## src/inc/afx_pkg.sv

```systemverilog
// Purpose: shared types and constants of the execute unit
// Assumes: 8-bit data, 16-bit program counter and register pairs
// Notes:   counts are whole core clock cycles
package afx_pkg;

   // status flag positions
   localparam int FLAG_C = 0;
   localparam int FLAG_Z = 1;
   localparam int FLAG_N = 2;
   localparam int FLAG_V = 3;
   localparam int FLAG_S = 4;
   localparam int FLAG_H = 5;
   localparam int FLAG_T = 6;
   localparam int FLAG_I = 7;
   localparam logic [7:0] FLAGS_RESET = 8'h00;

   // cycle counts of each class
   localparam logic [2:0] CYC_BYTE   = 3'h1;
   localparam logic [2:0] CYC_WORD   = 3'h2;
   localparam logic [2:0] CYC_JUMP   = 3'h2;
   localparam logic [2:0] CYC_CALL   = 3'h3;
   localparam logic [2:0] CYC_RETURN = 3'h4;
   localparam logic [2:0] CYC_SKIP1  = 3'h2;
   localparam logic [2:0] CYC_SKIP2  = 3'h3;

   // fixed operands
   localparam logic [7:0]  ALL_ONES = 8'hFF;
   localparam logic [7:0]  NONE     = 8'h00;
   localparam logic [7:0]  MIN_NEG  = 8'h80;
   localparam logic [7:0]  MAX_POS  = 8'h7F;
   localparam logic [15:0] STEP_ONE = 16'h0001;
   localparam logic [15:0] SKIP_ONE = 16'h0002;
   localparam logic [15:0] SKIP_TWO = 16'h0003;

   typedef enum logic [4:0] {
      OP_ADD, OP_ADD_CARRY, OP_SUBTRACT, OP_SUBTRACT_WITH_CARRY,
      OP_AND, OP_OR, OP_EXCLUSIVE_OR, OP_INVERT_BITS,
      OP_ARITHMETIC_INVERSE, OP_SET_SELECTED_BITS,
      OP_CLEAR_SELECTED_BITS, OP_ADD_ONE, OP_SUBTRACT_ONE,
      OP_ZERO_SIGN_TEST, OP_ZERO_REGISTER, OP_FILL_ONES,
      OP_ADD_IMMEDIATE_WORD, OP_SUBTRACT_IMMEDIATE_WORD,
      OP_COMPARE_ONLY, OP_COMPARE_WITH_CARRY,
      OP_RELATIVE_JUMP, OP_POINTER_JUMP, OP_RELATIVE_CALL,
      OP_POINTER_CALL, OP_SUBROUTINE_EXIT, OP_INTERRUPT_EXIT,
      OP_EQUAL_COMPARE_SKIP, OP_SKIP_IF_REGISTER_BIT_LOW
   } afx_op_t;

   typedef struct packed {
      logic         valid;
      afx_op_t      op;
      logic         use_const;
      logic [7:0]   rd;
      logic [7:0]   rr;
      logic [7:0]   k;
      logic [2:0]   bit_sel;
      logic [15:0]  word;
      logic [5:0]   word_k;
      logic [15:0]  pc;
      logic [11:0]  offset;
      logic [15:0]  pointer;
      logic [15:0]  stack_ret;
      logic         next_two_word;
   } afx_req_t;

   typedef struct packed {
      logic         reg_we;
      logic [7:0]   data8;
      logic         word_we;
      logic [15:0]  data16;
      logic         pc_we;
      logic [15:0]  pc;
      logic         push_we;
      logic [15:0]  push_addr;
   } afx_res_t;

endpackage

```

## src/core/afx_execute.sv

```systemverilog
// Purpose: arithmetic, logic and flow execution of an 8-bit core
// Assumes: decode supplies operand values, pc and stack return address
// Notes:   one request at a time; o_READY low while a multi-cycle op runs
// Function
// - add two bytes, optional carry in, set Z C N V H, one cycle
// - add constant to register pair, set Z C N V S, two cycles
// - subtract register or constant, set Z C N V H, one cycle
// - subtract with carry also takes carry off, one cycle
// - subtract constant from register pair, Z C N V S, two cycles
// - AND with register or constant, xor with register, Z N V
// - OR with register or constant, set Z N V, one cycle
// - invert bits as 0xFF minus value, set Z C N V
// - negate as 0x00 minus value, set Z C N V H
// - set bits by OR mask, clear bits by AND inverted mask
// - add or subtract one, set Z N V, keep carry
// - test ANDs register with itself, keeps value, sets Z N V
// - zero register sets Z N V; fill ones touches no flag
// - relative jump loads pc plus offset plus one, two cycles
// - pointer jump loads pc from pointer pair, two cycles
// - calls reach relative or pointer target in three cycles
// - equal compare skips 1 or 2 words, takes 1, 2 or 3 cycles
// - compares set Z N V C H and write no register
// - skip on clear bit advances pc 2 or 3, 1 to 3 cycles
`timescale 1ns/1ns
`default_nettype none
module afx_execute (
   // clock and reset
   input  wire logic              I_REF_CLK,
   input  wire logic              I_RESET,
   // decoded request
   input  wire afx_pkg::afx_req_t I_REQ,
   output logic                   O_READY,
   // results
   output logic                   O_DONE,
   output afx_pkg::afx_res_t      O_RES,
   output logic [7:0]             O_FLAGS
);

   logic [7:0]        sreg;
   logic [1:0]        cnt;
   logic              pend;
   afx_pkg::afx_res_t res;
   afx_pkg::afx_req_t req_q;

   afx_pkg::afx_res_t next_res;
   logic [7:0]        next_sreg;
   logic [2:0]        next_cycles;

   wire accept = I_REQ.valid && O_READY;
   wire [7:0] opd_b = I_REQ.use_const ? I_REQ.k : I_REQ.rr;
   wire       c_in  = sreg[afx_pkg::FLAG_C];
   wire       z_in  = sreg[afx_pkg::FLAG_Z];

   // carry forms chain the old carry and keep zero sticky
   wire carry_form = (I_REQ.op == afx_pkg::OP_ADD_CARRY)
                  || (I_REQ.op == afx_pkg::OP_SUBTRACT_WITH_CARRY)
                  || (I_REQ.op == afx_pkg::OP_COMPARE_WITH_CARRY);
   wire       cin_used = carry_form & c_in;

   // negate runs through the subtractor with a zero minuend
   wire is_neg  = (I_REQ.op == afx_pkg::OP_ARITHMETIC_INVERSE);
   wire [7:0] sub_a = is_neg ? afx_pkg::NONE : I_REQ.rd;
   wire [7:0] sub_b = is_neg ? I_REQ.rd : opd_b;
   wire [7:0] add_b = I_REQ.rr;

   wire [8:0] sum9  = {1'b0, I_REQ.rd} + {1'b0, add_b}
                    + {8'h00, cin_used};
   wire [8:0] diff9 = {1'b0, sub_a} - {1'b0, sub_b}
                    - {8'h00, cin_used};
   wire [7:0] sum   = sum9[7:0];
   wire [7:0] diff  = diff9[7:0];

   wire add_h = (I_REQ.rd[3] & add_b[3]) | (add_b[3] & ~sum[3])
              | (~sum[3] & I_REQ.rd[3]);
   wire add_v = (I_REQ.rd[7] & add_b[7] & ~sum[7])
              | (~I_REQ.rd[7] & ~add_b[7] & sum[7]);
   wire sub_h = (~sub_a[3] & sub_b[3]) | (sub_b[3] & diff[3])
              | (diff[3] & ~sub_a[3]);
   wire sub_v = (sub_a[7] & ~sub_b[7] & ~diff[7])
              | (~sub_a[7] & sub_b[7] & diff[7]);
   wire sub_z = carry_form ? (z_in & (diff == afx_pkg::NONE))
                           : (diff == afx_pkg::NONE);
   wire add_z = carry_form ? (z_in & (sum == afx_pkg::NONE))
                           : (sum == afx_pkg::NONE);

   // register pair arithmetic
   wire [15:0] wk     = {10'h000, I_REQ.word_k};
   wire [15:0] wsum   = I_REQ.word + wk;
   wire [15:0] wdiff  = I_REQ.word - wk;
   wire        is_wsub = (I_REQ.op == afx_pkg::OP_SUBTRACT_IMMEDIATE_WORD);
   wire [15:0] wres   = is_wsub ? wdiff : wsum;
   wire        w_hi7  = I_REQ.word[15];
   wire        w_v    = is_wsub ? (w_hi7 & ~wres[15]) : (~w_hi7 & wres[15]);
   wire        w_c    = is_wsub ? (wres[15] & ~w_hi7) : (~wres[15] & w_hi7);

   // logic results
   // test and clear act on the destination alone, whatever rr holds
   wire       is_tst = (I_REQ.op == afx_pkg::OP_ZERO_SIGN_TEST);
   wire       is_clr = (I_REQ.op == afx_pkg::OP_ZERO_REGISTER);
   wire [7:0] and_b  = is_tst ? I_REQ.rd : opd_b;
   wire [7:0] xor_b  = is_clr ? I_REQ.rd : I_REQ.rr;
   wire [7:0] and_r  = I_REQ.rd & and_b;
   wire [7:0] or_r   = I_REQ.rd | opd_b;
   wire [7:0] xor_r  = I_REQ.rd ^ xor_b;
   wire [7:0] inv_r  = afx_pkg::ALL_ONES - I_REQ.rd;
   wire [7:0] clr_r  = I_REQ.rd & (afx_pkg::ALL_ONES - I_REQ.k);
   wire [7:0] inc_r  = I_REQ.rd + 8'h01;
   wire [7:0] dcr_r  = I_REQ.rd - 8'h01;

   // flow targets
   wire [15:0] rel_target = I_REQ.pc + {{4{I_REQ.offset[11]}}, I_REQ.offset}
                          + afx_pkg::STEP_ONE;
   wire [15:0] ret_addr   = I_REQ.pc + afx_pkg::STEP_ONE;
   wire [15:0] skip_step  = I_REQ.next_two_word ? afx_pkg::SKIP_TWO
                                                : afx_pkg::SKIP_ONE;
   wire [15:0] skip_pc    = I_REQ.pc + skip_step;
   wire [2:0]  skip_cyc   = I_REQ.next_two_word ? afx_pkg::CYC_SKIP2
                                                : afx_pkg::CYC_SKIP1;
   wire bit_low = ~I_REQ.rr[I_REQ.bit_sel];
   wire equal   = (I_REQ.rd == I_REQ.rr);

   // write a byte result with Z N V S from it; v given
   function automatic logic [7:0] flags_znv(input logic [7:0] f,
                                            input logic [7:0] r,
                                            input logic       v);
      logic [7:0] o;
      o = f;
      o[afx_pkg::FLAG_Z] = (r == afx_pkg::NONE);
      o[afx_pkg::FLAG_N] = r[7];
      o[afx_pkg::FLAG_V] = v;
      o[afx_pkg::FLAG_S] = r[7] ^ v;
      return o;
   endfunction

   always_comb begin
      next_res       = '0;
      next_sreg      = sreg;
      next_cycles    = afx_pkg::CYC_BYTE;
      next_res.data8 = I_REQ.rd;
      unique case (I_REQ.op)
         afx_pkg::OP_ADD, afx_pkg::OP_ADD_CARRY: begin
            next_res.reg_we = 1'b1;
            next_res.data8  = sum;
            next_sreg = flags_znv(sreg, sum, add_v);
            next_sreg[afx_pkg::FLAG_Z] = add_z;
            next_sreg[afx_pkg::FLAG_C] = sum9[8];
            next_sreg[afx_pkg::FLAG_H] = add_h;
         end
         afx_pkg::OP_SUBTRACT, afx_pkg::OP_SUBTRACT_WITH_CARRY,
         afx_pkg::OP_ARITHMETIC_INVERSE,
         afx_pkg::OP_COMPARE_ONLY, afx_pkg::OP_COMPARE_WITH_CARRY: begin
            next_res.reg_we = (I_REQ.op != afx_pkg::OP_COMPARE_ONLY)
                           && (I_REQ.op != afx_pkg::OP_COMPARE_WITH_CARRY);
            next_res.data8  = diff;
            next_sreg = flags_znv(sreg, diff, sub_v);
            next_sreg[afx_pkg::FLAG_Z] = sub_z;
            next_sreg[afx_pkg::FLAG_C] = diff9[8];
            next_sreg[afx_pkg::FLAG_H] = sub_h;
         end
         afx_pkg::OP_AND, afx_pkg::OP_ZERO_SIGN_TEST: begin
            next_res.reg_we = 1'b1;
            next_res.data8  = and_r;
            next_sreg = flags_znv(sreg, and_r, 1'b0);
         end
         afx_pkg::OP_OR, afx_pkg::OP_SET_SELECTED_BITS: begin
            next_res.reg_we = 1'b1;
            next_res.data8  = or_r;
            next_sreg = flags_znv(sreg, or_r, 1'b0);
         end
         afx_pkg::OP_EXCLUSIVE_OR, afx_pkg::OP_ZERO_REGISTER: begin
            next_res.reg_we = 1'b1;
            next_res.data8  = xor_r;
            next_sreg = flags_znv(sreg, xor_r, 1'b0);
         end
         afx_pkg::OP_INVERT_BITS: begin
            next_res.reg_we = 1'b1;
            next_res.data8  = inv_r;
            next_sreg = flags_znv(sreg, inv_r, 1'b0);
            next_sreg[afx_pkg::FLAG_C] = 1'b1;
         end
         afx_pkg::OP_CLEAR_SELECTED_BITS: begin
            next_res.reg_we = 1'b1;
            next_res.data8  = clr_r;
            next_sreg = flags_znv(sreg, clr_r, 1'b0);
         end
         afx_pkg::OP_ADD_ONE: begin
            next_res.reg_we = 1'b1;
            next_res.data8  = inc_r;
            next_sreg = flags_znv(sreg, inc_r, inc_r == afx_pkg::MIN_NEG);
         end
         afx_pkg::OP_SUBTRACT_ONE: begin
            next_res.reg_we = 1'b1;
            next_res.data8  = dcr_r;
            next_sreg = flags_znv(sreg, dcr_r, dcr_r == afx_pkg::MAX_POS);
         end
         afx_pkg::OP_FILL_ONES: begin
            next_res.reg_we = 1'b1;
            next_res.data8  = afx_pkg::ALL_ONES;
         end
         afx_pkg::OP_ADD_IMMEDIATE_WORD,
         afx_pkg::OP_SUBTRACT_IMMEDIATE_WORD: begin
            next_cycles     = afx_pkg::CYC_WORD;
            next_res.word_we = 1'b1;
            next_res.data16  = wres;
            next_sreg[afx_pkg::FLAG_Z] = (wres == 16'h0000);
            next_sreg[afx_pkg::FLAG_N] = wres[15];
            next_sreg[afx_pkg::FLAG_V] = w_v;
            next_sreg[afx_pkg::FLAG_S] = wres[15] ^ w_v;
            next_sreg[afx_pkg::FLAG_C] = w_c;
         end
         afx_pkg::OP_RELATIVE_JUMP: begin
            next_cycles  = afx_pkg::CYC_JUMP;
            next_res.pc_we = 1'b1;
            next_res.pc    = rel_target;
         end
         afx_pkg::OP_POINTER_JUMP: begin
            next_cycles  = afx_pkg::CYC_JUMP;
            next_res.pc_we = 1'b1;
            next_res.pc    = I_REQ.pointer;
         end
         afx_pkg::OP_RELATIVE_CALL, afx_pkg::OP_POINTER_CALL: begin
            next_cycles        = afx_pkg::CYC_CALL;
            next_res.push_we   = 1'b1;
            next_res.push_addr = ret_addr;
            next_res.pc_we     = 1'b1;
            next_res.pc = (I_REQ.op == afx_pkg::OP_RELATIVE_CALL)
                        ? rel_target : I_REQ.pointer;
         end
         afx_pkg::OP_SUBROUTINE_EXIT, afx_pkg::OP_INTERRUPT_EXIT: begin
            next_cycles    = afx_pkg::CYC_RETURN;
            next_res.pc_we = 1'b1;
            next_res.pc    = I_REQ.stack_ret;
            if (I_REQ.op == afx_pkg::OP_INTERRUPT_EXIT) begin
               next_sreg[afx_pkg::FLAG_I] = 1'b1;
            end
         end
         afx_pkg::OP_EQUAL_COMPARE_SKIP: begin
            next_res.pc_we = equal;
            next_res.pc    = skip_pc;
            next_cycles    = equal ? skip_cyc : afx_pkg::CYC_BYTE;
         end
         afx_pkg::OP_SKIP_IF_REGISTER_BIT_LOW: begin
            next_res.pc_we = bit_low;
            next_res.pc    = skip_pc;
            next_cycles    = bit_low ? skip_cyc : afx_pkg::CYC_BYTE;
         end
      endcase
   end

   // a new op may start in the cycle the previous one reports done
   assign O_READY = (cnt == 2'h0);
   assign O_DONE  = pend && (cnt == 2'h0);
   assign O_RES   = res;
   assign O_FLAGS = sreg;

   // flags and results move at the accepting edge; done waits for the count
   always_ff @(posedge I_REF_CLK) begin
      if (I_RESET) begin
         sreg <= afx_pkg::FLAGS_RESET;
         cnt  <= 2'h0;
         pend <= 1'b0;
         res  <= '0;
      end else if (accept) begin
         sreg <= next_sreg;
         cnt  <= 2'(next_cycles - 3'h1);
         pend <= 1'b1;
         res  <= next_res;
      end else begin
         cnt  <= (cnt == 2'h0) ? 2'h0 : cnt - 2'h1;
         pend <= pend && (cnt != 2'h0);
      end
   end

   // copy of the taken request, read only by the checks below
   always_ff @(posedge I_REF_CLK) begin
      if (I_RESET) begin
         req_q <= '0;
      end else if (accept) begin
         req_q <= I_REQ;
      end
   end
endmodule
`default_nettype wire

```

## config.mk

```make
export PLATFORM = sky130hd
export DESIGN_NAME = afx_execute
export DESIGN_NICKNAME = d
export VERILOG_FILES = /design/src/inc/afx_pkg.sv /design/src/core/afx_execute.sv
export SDC_FILE = /design/constraint.sdc
export NUM_CORES = 1
export LEC_CHECK = 0
export BUFFER_PORTS_ARGS = -buffer_cell sky130_fd_sc_hd__buf_4
export CORE_MARGIN = 8
export CORE_UTILIZATION = 55
export CTS_BUF_LIST = sky130_fd_sc_hd__clkbuf_4
export CTS_CLUSTER_DIAMETER = 120
export DETAILED_ROUTE_END_ITERATION = 6
export PLACE_DENSITY = 0.91
export SKIP_CTS_REPAIR_TIMING = 1
export SLEW_MARGIN = 0
export SYNTH_ARGS = -nofsm -noshare
export SYNTH_HDL_FRONTEND = slang
export SYNTH_SLANG_ARGS = --single-unit
```

## constraint.sdc

```tcl
create_clock -name I_REF_CLK -period 5.4 [get_ports I_REF_CLK]
set_clock_uncertainty 0.1 [all_clocks]
set_input_delay 0.81 -clock I_REF_CLK [delete_from_list [all_inputs] [get_ports I_REF_CLK]]
set_output_delay 0.81 -clock I_REF_CLK [all_outputs]
set_load 0.1 [all_outputs]
```

======== Yosys cells after proc, flatten, opt, wreduce, memory -nomap -nowiden ========
Index checks and enable logic that the tools add are counted.
word-level totals
  flip-flop bits (word level) ............. 70
cells by class
  add/subtract/negate cells ............... 16
  order comparisons ....................... 1
  equality and inequality tests ........... 32
  multiplexer cells ....................... 27
  bitwise logic cells ..................... 51
  reductions and logical operators ........ 35
operators with widths
  operator                                                         number
  17-bit one-hot mux with 6 select lines                           1
  9-bit one-hot mux with 10 select lines                           1
  8-bit logical NOT                                                9
  5-bit == test, second input constant                             12
  5-bit one-hot mux with 10 select lines                           1
  5-bit by 4-bit == test with 1-bit output, second input constant  8
  8-bit two-way mux                                                5
  17-bit two-way mux                                               2
  16-bit by 1-bit adder with 16-bit output, second input constant  2
  16-bit two-way mux                                               2
  5-bit by 3-bit == test with 1-bit output, second input constant  4
  1-bit bitwise AND                                                19
  1-bit NOT                                                        17
  16-bit adder                                                     1
  16-bit by 2-bit adder with 16-bit output                         1
  16-bit by 6-bit adder with 16-bit output                         1
  8-bit bitwise AND                                                2
  16-bit logical NOT                                               1
  16-bit by 6-bit subtractor with 16-bit output                    1
  8-bit subtractor, first input constant                           2
  2-bit OR reduction                                               7
  5-bit by 2-bit == test with 1-bit output, second input constant  2
  5-bit != test, second input constant                             2
  2-bit one-hot mux with 5 select lines                            1
  other kinds (32)                                                 58

======== Depth between registers and ports, before layout ========
  word-level depth ........................ 10
  mapped depth ............................ 19
  gate-level depth less buffers ........... 18

======== Least setup slack after synthesis ========
Ideal clock, no wire load.
  path kind ............................... input port to flip-flop
  start ................................... in I_REQ[114] (netlist bit)
  end ..................................... reg sreg[2] (netlist: O_FLAGS[2])
  library setup time ...................... 122 ps
  arrival ................................. 4075 ps
  required time ........................... 5178 ps
  setup slack ............................. 1103 ps
  cell stages on the path ................. 15
  buffers on the path ..................... 3
  path through ............................ buf_4 -> and2b_1 -> buf_6 -> nand2_1 -> clkbuf_1 -> mux2_2 -> fa_1 -> inv_1 -> ha_1 -> a31o_1 -> a221oi_4 -> xor2_2 -> o21ai_1 -> o21bai_1 -> o311a_1
between the ends
  word-level cells in the longest chain between the ends .. 6
RTL lines
  what                                                                                                 line                RTL
  from (decl)                                                                                          afx_execute.sv:31   input wire afx_pkg::afx_req_t I_REQ,
  parallel branches: the longest is 6 deep, another holds 8-bit by 8-bit subtractor with 9-bit output  n/a
  to (signal assigned)                                                                                 afx_execute.sv:259  sreg <= afx_pkg::FLAGS_RESET;
  to (signal assigned)                                                                                 afx_execute.sv:264  sreg <= next_sreg;
  to (decl)                                                                                            afx_execute.sv:39   logic [7:0] sreg;
Several ways; the timed one is not identified.
A chain may end at the register's enable or synchronous reset.

======== Final worst setup path ========
  start ................................... in I_REQ[113] (netlist bit)
  end ..................................... reg sreg[2] (netlist: O_FLAGS[2])
The elaborated chain is that of the path after synthesis.

==> results.ini <==
[outcome]
status=complete, but fails checks
violations=design-rule violations

[detailed_routing]
wl_per_cell_um=21.8
antenna_left=0
drt_iter0_markers=1164
wirelength_um=29900
via_per_inst=6.52
drt_pass1_iterations=7
vias=8958
drc=1

[timing]
hold_viol=0
setup_viol=0
rsz0062_at_grt=no
finalCritPeriodShare_pct=76.8
hold_ws_ps=365
slew_headroom_pct=18.6
maxSlewViolCount=0
fin_crit_ps=4150
fmax_mhz=241
tns_ps=0
tightest_slew_ps=1210

[power_and_ir_drop]
clockPowerShare_pct=21.7
p_leak_nw=4.03
switchingPower_mw=0.767
seq_power_share_pct=31.1
powerDensity_nw_per_um2=186
power.internal_mw=0.973
share_comb_of_total_power_pct=47.2
power_switching_share_pct=44.1
peakVddDrop_uv=141

[finish]
drive_gt1_share_pct=20.8
layout.nets=1376
utilization_pct=67.3
synthToLayoutAreaGrowth_pct=19.7
finalNonFillerCells=1373
final_common_cell=buf_4
nFillCells=1234
most-common-layout-cells=buf_4 (189), nor2_1 (116), nand2_1 (71), a21oi_1 (71), dfxtp_1 (70)

[global_routing]
grt_pass1_wl_um=46600
grt_usage_pct=32.2
grt_max_degree=67
antenna_found_initial=1
gr-usage-met1_pct=38.8
grt_pass1_vias=8738
grtUsageMet3_pct=9.55
grt-busiest-layer=met2
grt_util_met2_pct=51.6
grt_overflow=0

[placement]
hpwlAfterDp_um=23700
gp_congestion=0.997
port_buffers=187
dp.cells=1356

[floorplan]
dieArea_um2=18300
num_rows=43
die_h_um=135
die_w_um=135
initial_utilization_pct=56.2
core_um2=13900
io_pins=189

[worst_setup_path]
crit_top_cell=ha_1
crit_type=in2reg
crit_arrival_ps=4430
crit_family=compound AO/OA/AOI/OAI gates
path_cells=buf_4, and2b_1, nand2_1, mux2_2, ha_1, inv_1, ha_1, a21o_1, a31o_1, a221oi_4, xor2_2, o21ai_1, o21bai_1, o311a_1
crit_buf_inv=2
startpoint_type=primary input
critPathRequiredTime_ps=5680
worst_path_max_delay_cell=nand2_1
path_max_fanout=21
slowest_delay_ps=420
worstSetupEndpointType=flop

[logic_synthesis]
yosysWarnings=0
ys_types=89
ys_ff_latch=70
ys_seq_area_share_pct=18.0
async_flop_share_pct=0
synth_edf_count=0
synthFlopType=dfxtp_1
syn_nets=1232
syn_area_um2=7800
synthCells=1043
postSynthAreaPerCell_um2=7.48

[cts]
cts_tree=yes
cts_buffer_depth=2
cts_sinks=70
clk_pin_slew_ps=130
cts_buffers=9
cts-root-buf=clkbuf_4
clk-insertion-delay-late_ps=480
h-tree-depth=3

[job]
max-cap-violations=0

[hold_path]
hp-class=reg2reg

[power by group through the flow]
stage               logic (mW)  clock network (mW)  registers, mW
floorplan                0.461                   0          0.644
global placement         0.796                   0          0.551
detailed placement       0.801                   0          0.552
CTS                      0.806               0.379          0.540
global route             0.879               0.403          0.542
finish                   0.822               0.377          0.540
[Yosys cell counts (5+ instances only)]
cell type / n / area (µm²)
nand3b_1: 5 / 37.5
nand2_1: 72 / 270
xnor2_1: 45 / 394
nand2b_1: 15 / 93.8
or2_2: 5 / 31.3
nand3_1: 41 / 205
or3_1: 12 / 75.1
a22oi_1: 37 / 278
a31oi_1: 12 / 75.1
a21oi_1: 71 / 355
buf_2: 12 / 60.1
and2_1: 5 / 31.3
fa_1: 8 / 160
ha_1: 62 / 776
inv_1: 50 / 188
o21bai_1: 7 / 52.6
nor3_1: 41 / 205
a211oi_1: 8 / 60.1
xor2_1: 35 / 307
a222oi_1: 10 / 100
o221ai_1: 5 / 43.8
o211ai_1: 12 / 90.1
o31ai_1: 10 / 75.1
o22ai_1: 10 / 62.6
and3_1: 14 / 87.6
o21ai_0: 51 / 255
nand4_1: 8 / 50.1
mux2_2: 12 / 135
dfxtp_1: 70 / 1400
o21ai_1: 6 / 30.0
a21o_1: 12 / 90.1
nor4_1: 8 / 50.1
o21a_1: 6 / 45.0
mux2i_1: 10 / 100
clkbuf_1: 36 / 135
nor3b_1: 6 / 45.0
nor2_1: 116 / 435
nor2b_1: 7 / 43.8
[worst paths after layout]
path,cells past startpoint,slack [ps],startpoint,endpoint
min,2,370,O_RES[56],O_RES[56]
max reg2reg,17,1810,O_FLAGS[0],O_FLAGS[1]
max,14,1250,I_REQ[113],O_FLAGS[2]
min reg2reg,2,370,O_RES[56],O_RES[56]
[sequential cells by signal, summed over array words and instances (netlist names), named ones only]
register	cells
cnt	2
O_FLAGS	7
O_RES	60
[layout make-up]
class,instances,area [µm²],area share [%]
repair buffers,189,1420,15.2
flip-flops and latches,70,1400,15.0
diodes,1,2.50,0.0268
multi-input cells,866,5950,63.8
clock buffers,9,67.6,0.724
well taps,180,225,2.41
inverters,51,191,2.05
clock inverters,7,77.6,0.831
[through the flow]
stage	power, mW	worst slack [ps]	area, µm²
2_1_floorplan	1.11	1100	7800
3_3_place_gp	1.35	905	9190
3_5_place_dp	1.35	819	9190
4_1_cts	1.73	1330	9340
5_1_grt	1.82	1100	9340
6_report	1.74	1250	9340
[per-layer routing]
layer,vias to the layer above,wire length [µm]
met3,99,3410
met4,0,1200
met5,-,0
met2,526,13800
li1,4136,-
met1,4197,11600
[tightest hold or removal path, stage by stage, from the launching register on]
cell and delay [ps]:
dfxtp_1 330, nand2_1 50, a21oi_1 50
[cell families after synthesis]
group / share of synthesized area, %
mux: 3.59
xor+xnor: 9.40
buf+inv: 5.82
flops: 18.0
other cells: 0.0481
simple gates: 24.1
fa+ha+maj: 12.0
compound gates: 27.0
Note: power is estimated with default switching activity, not from simulation.
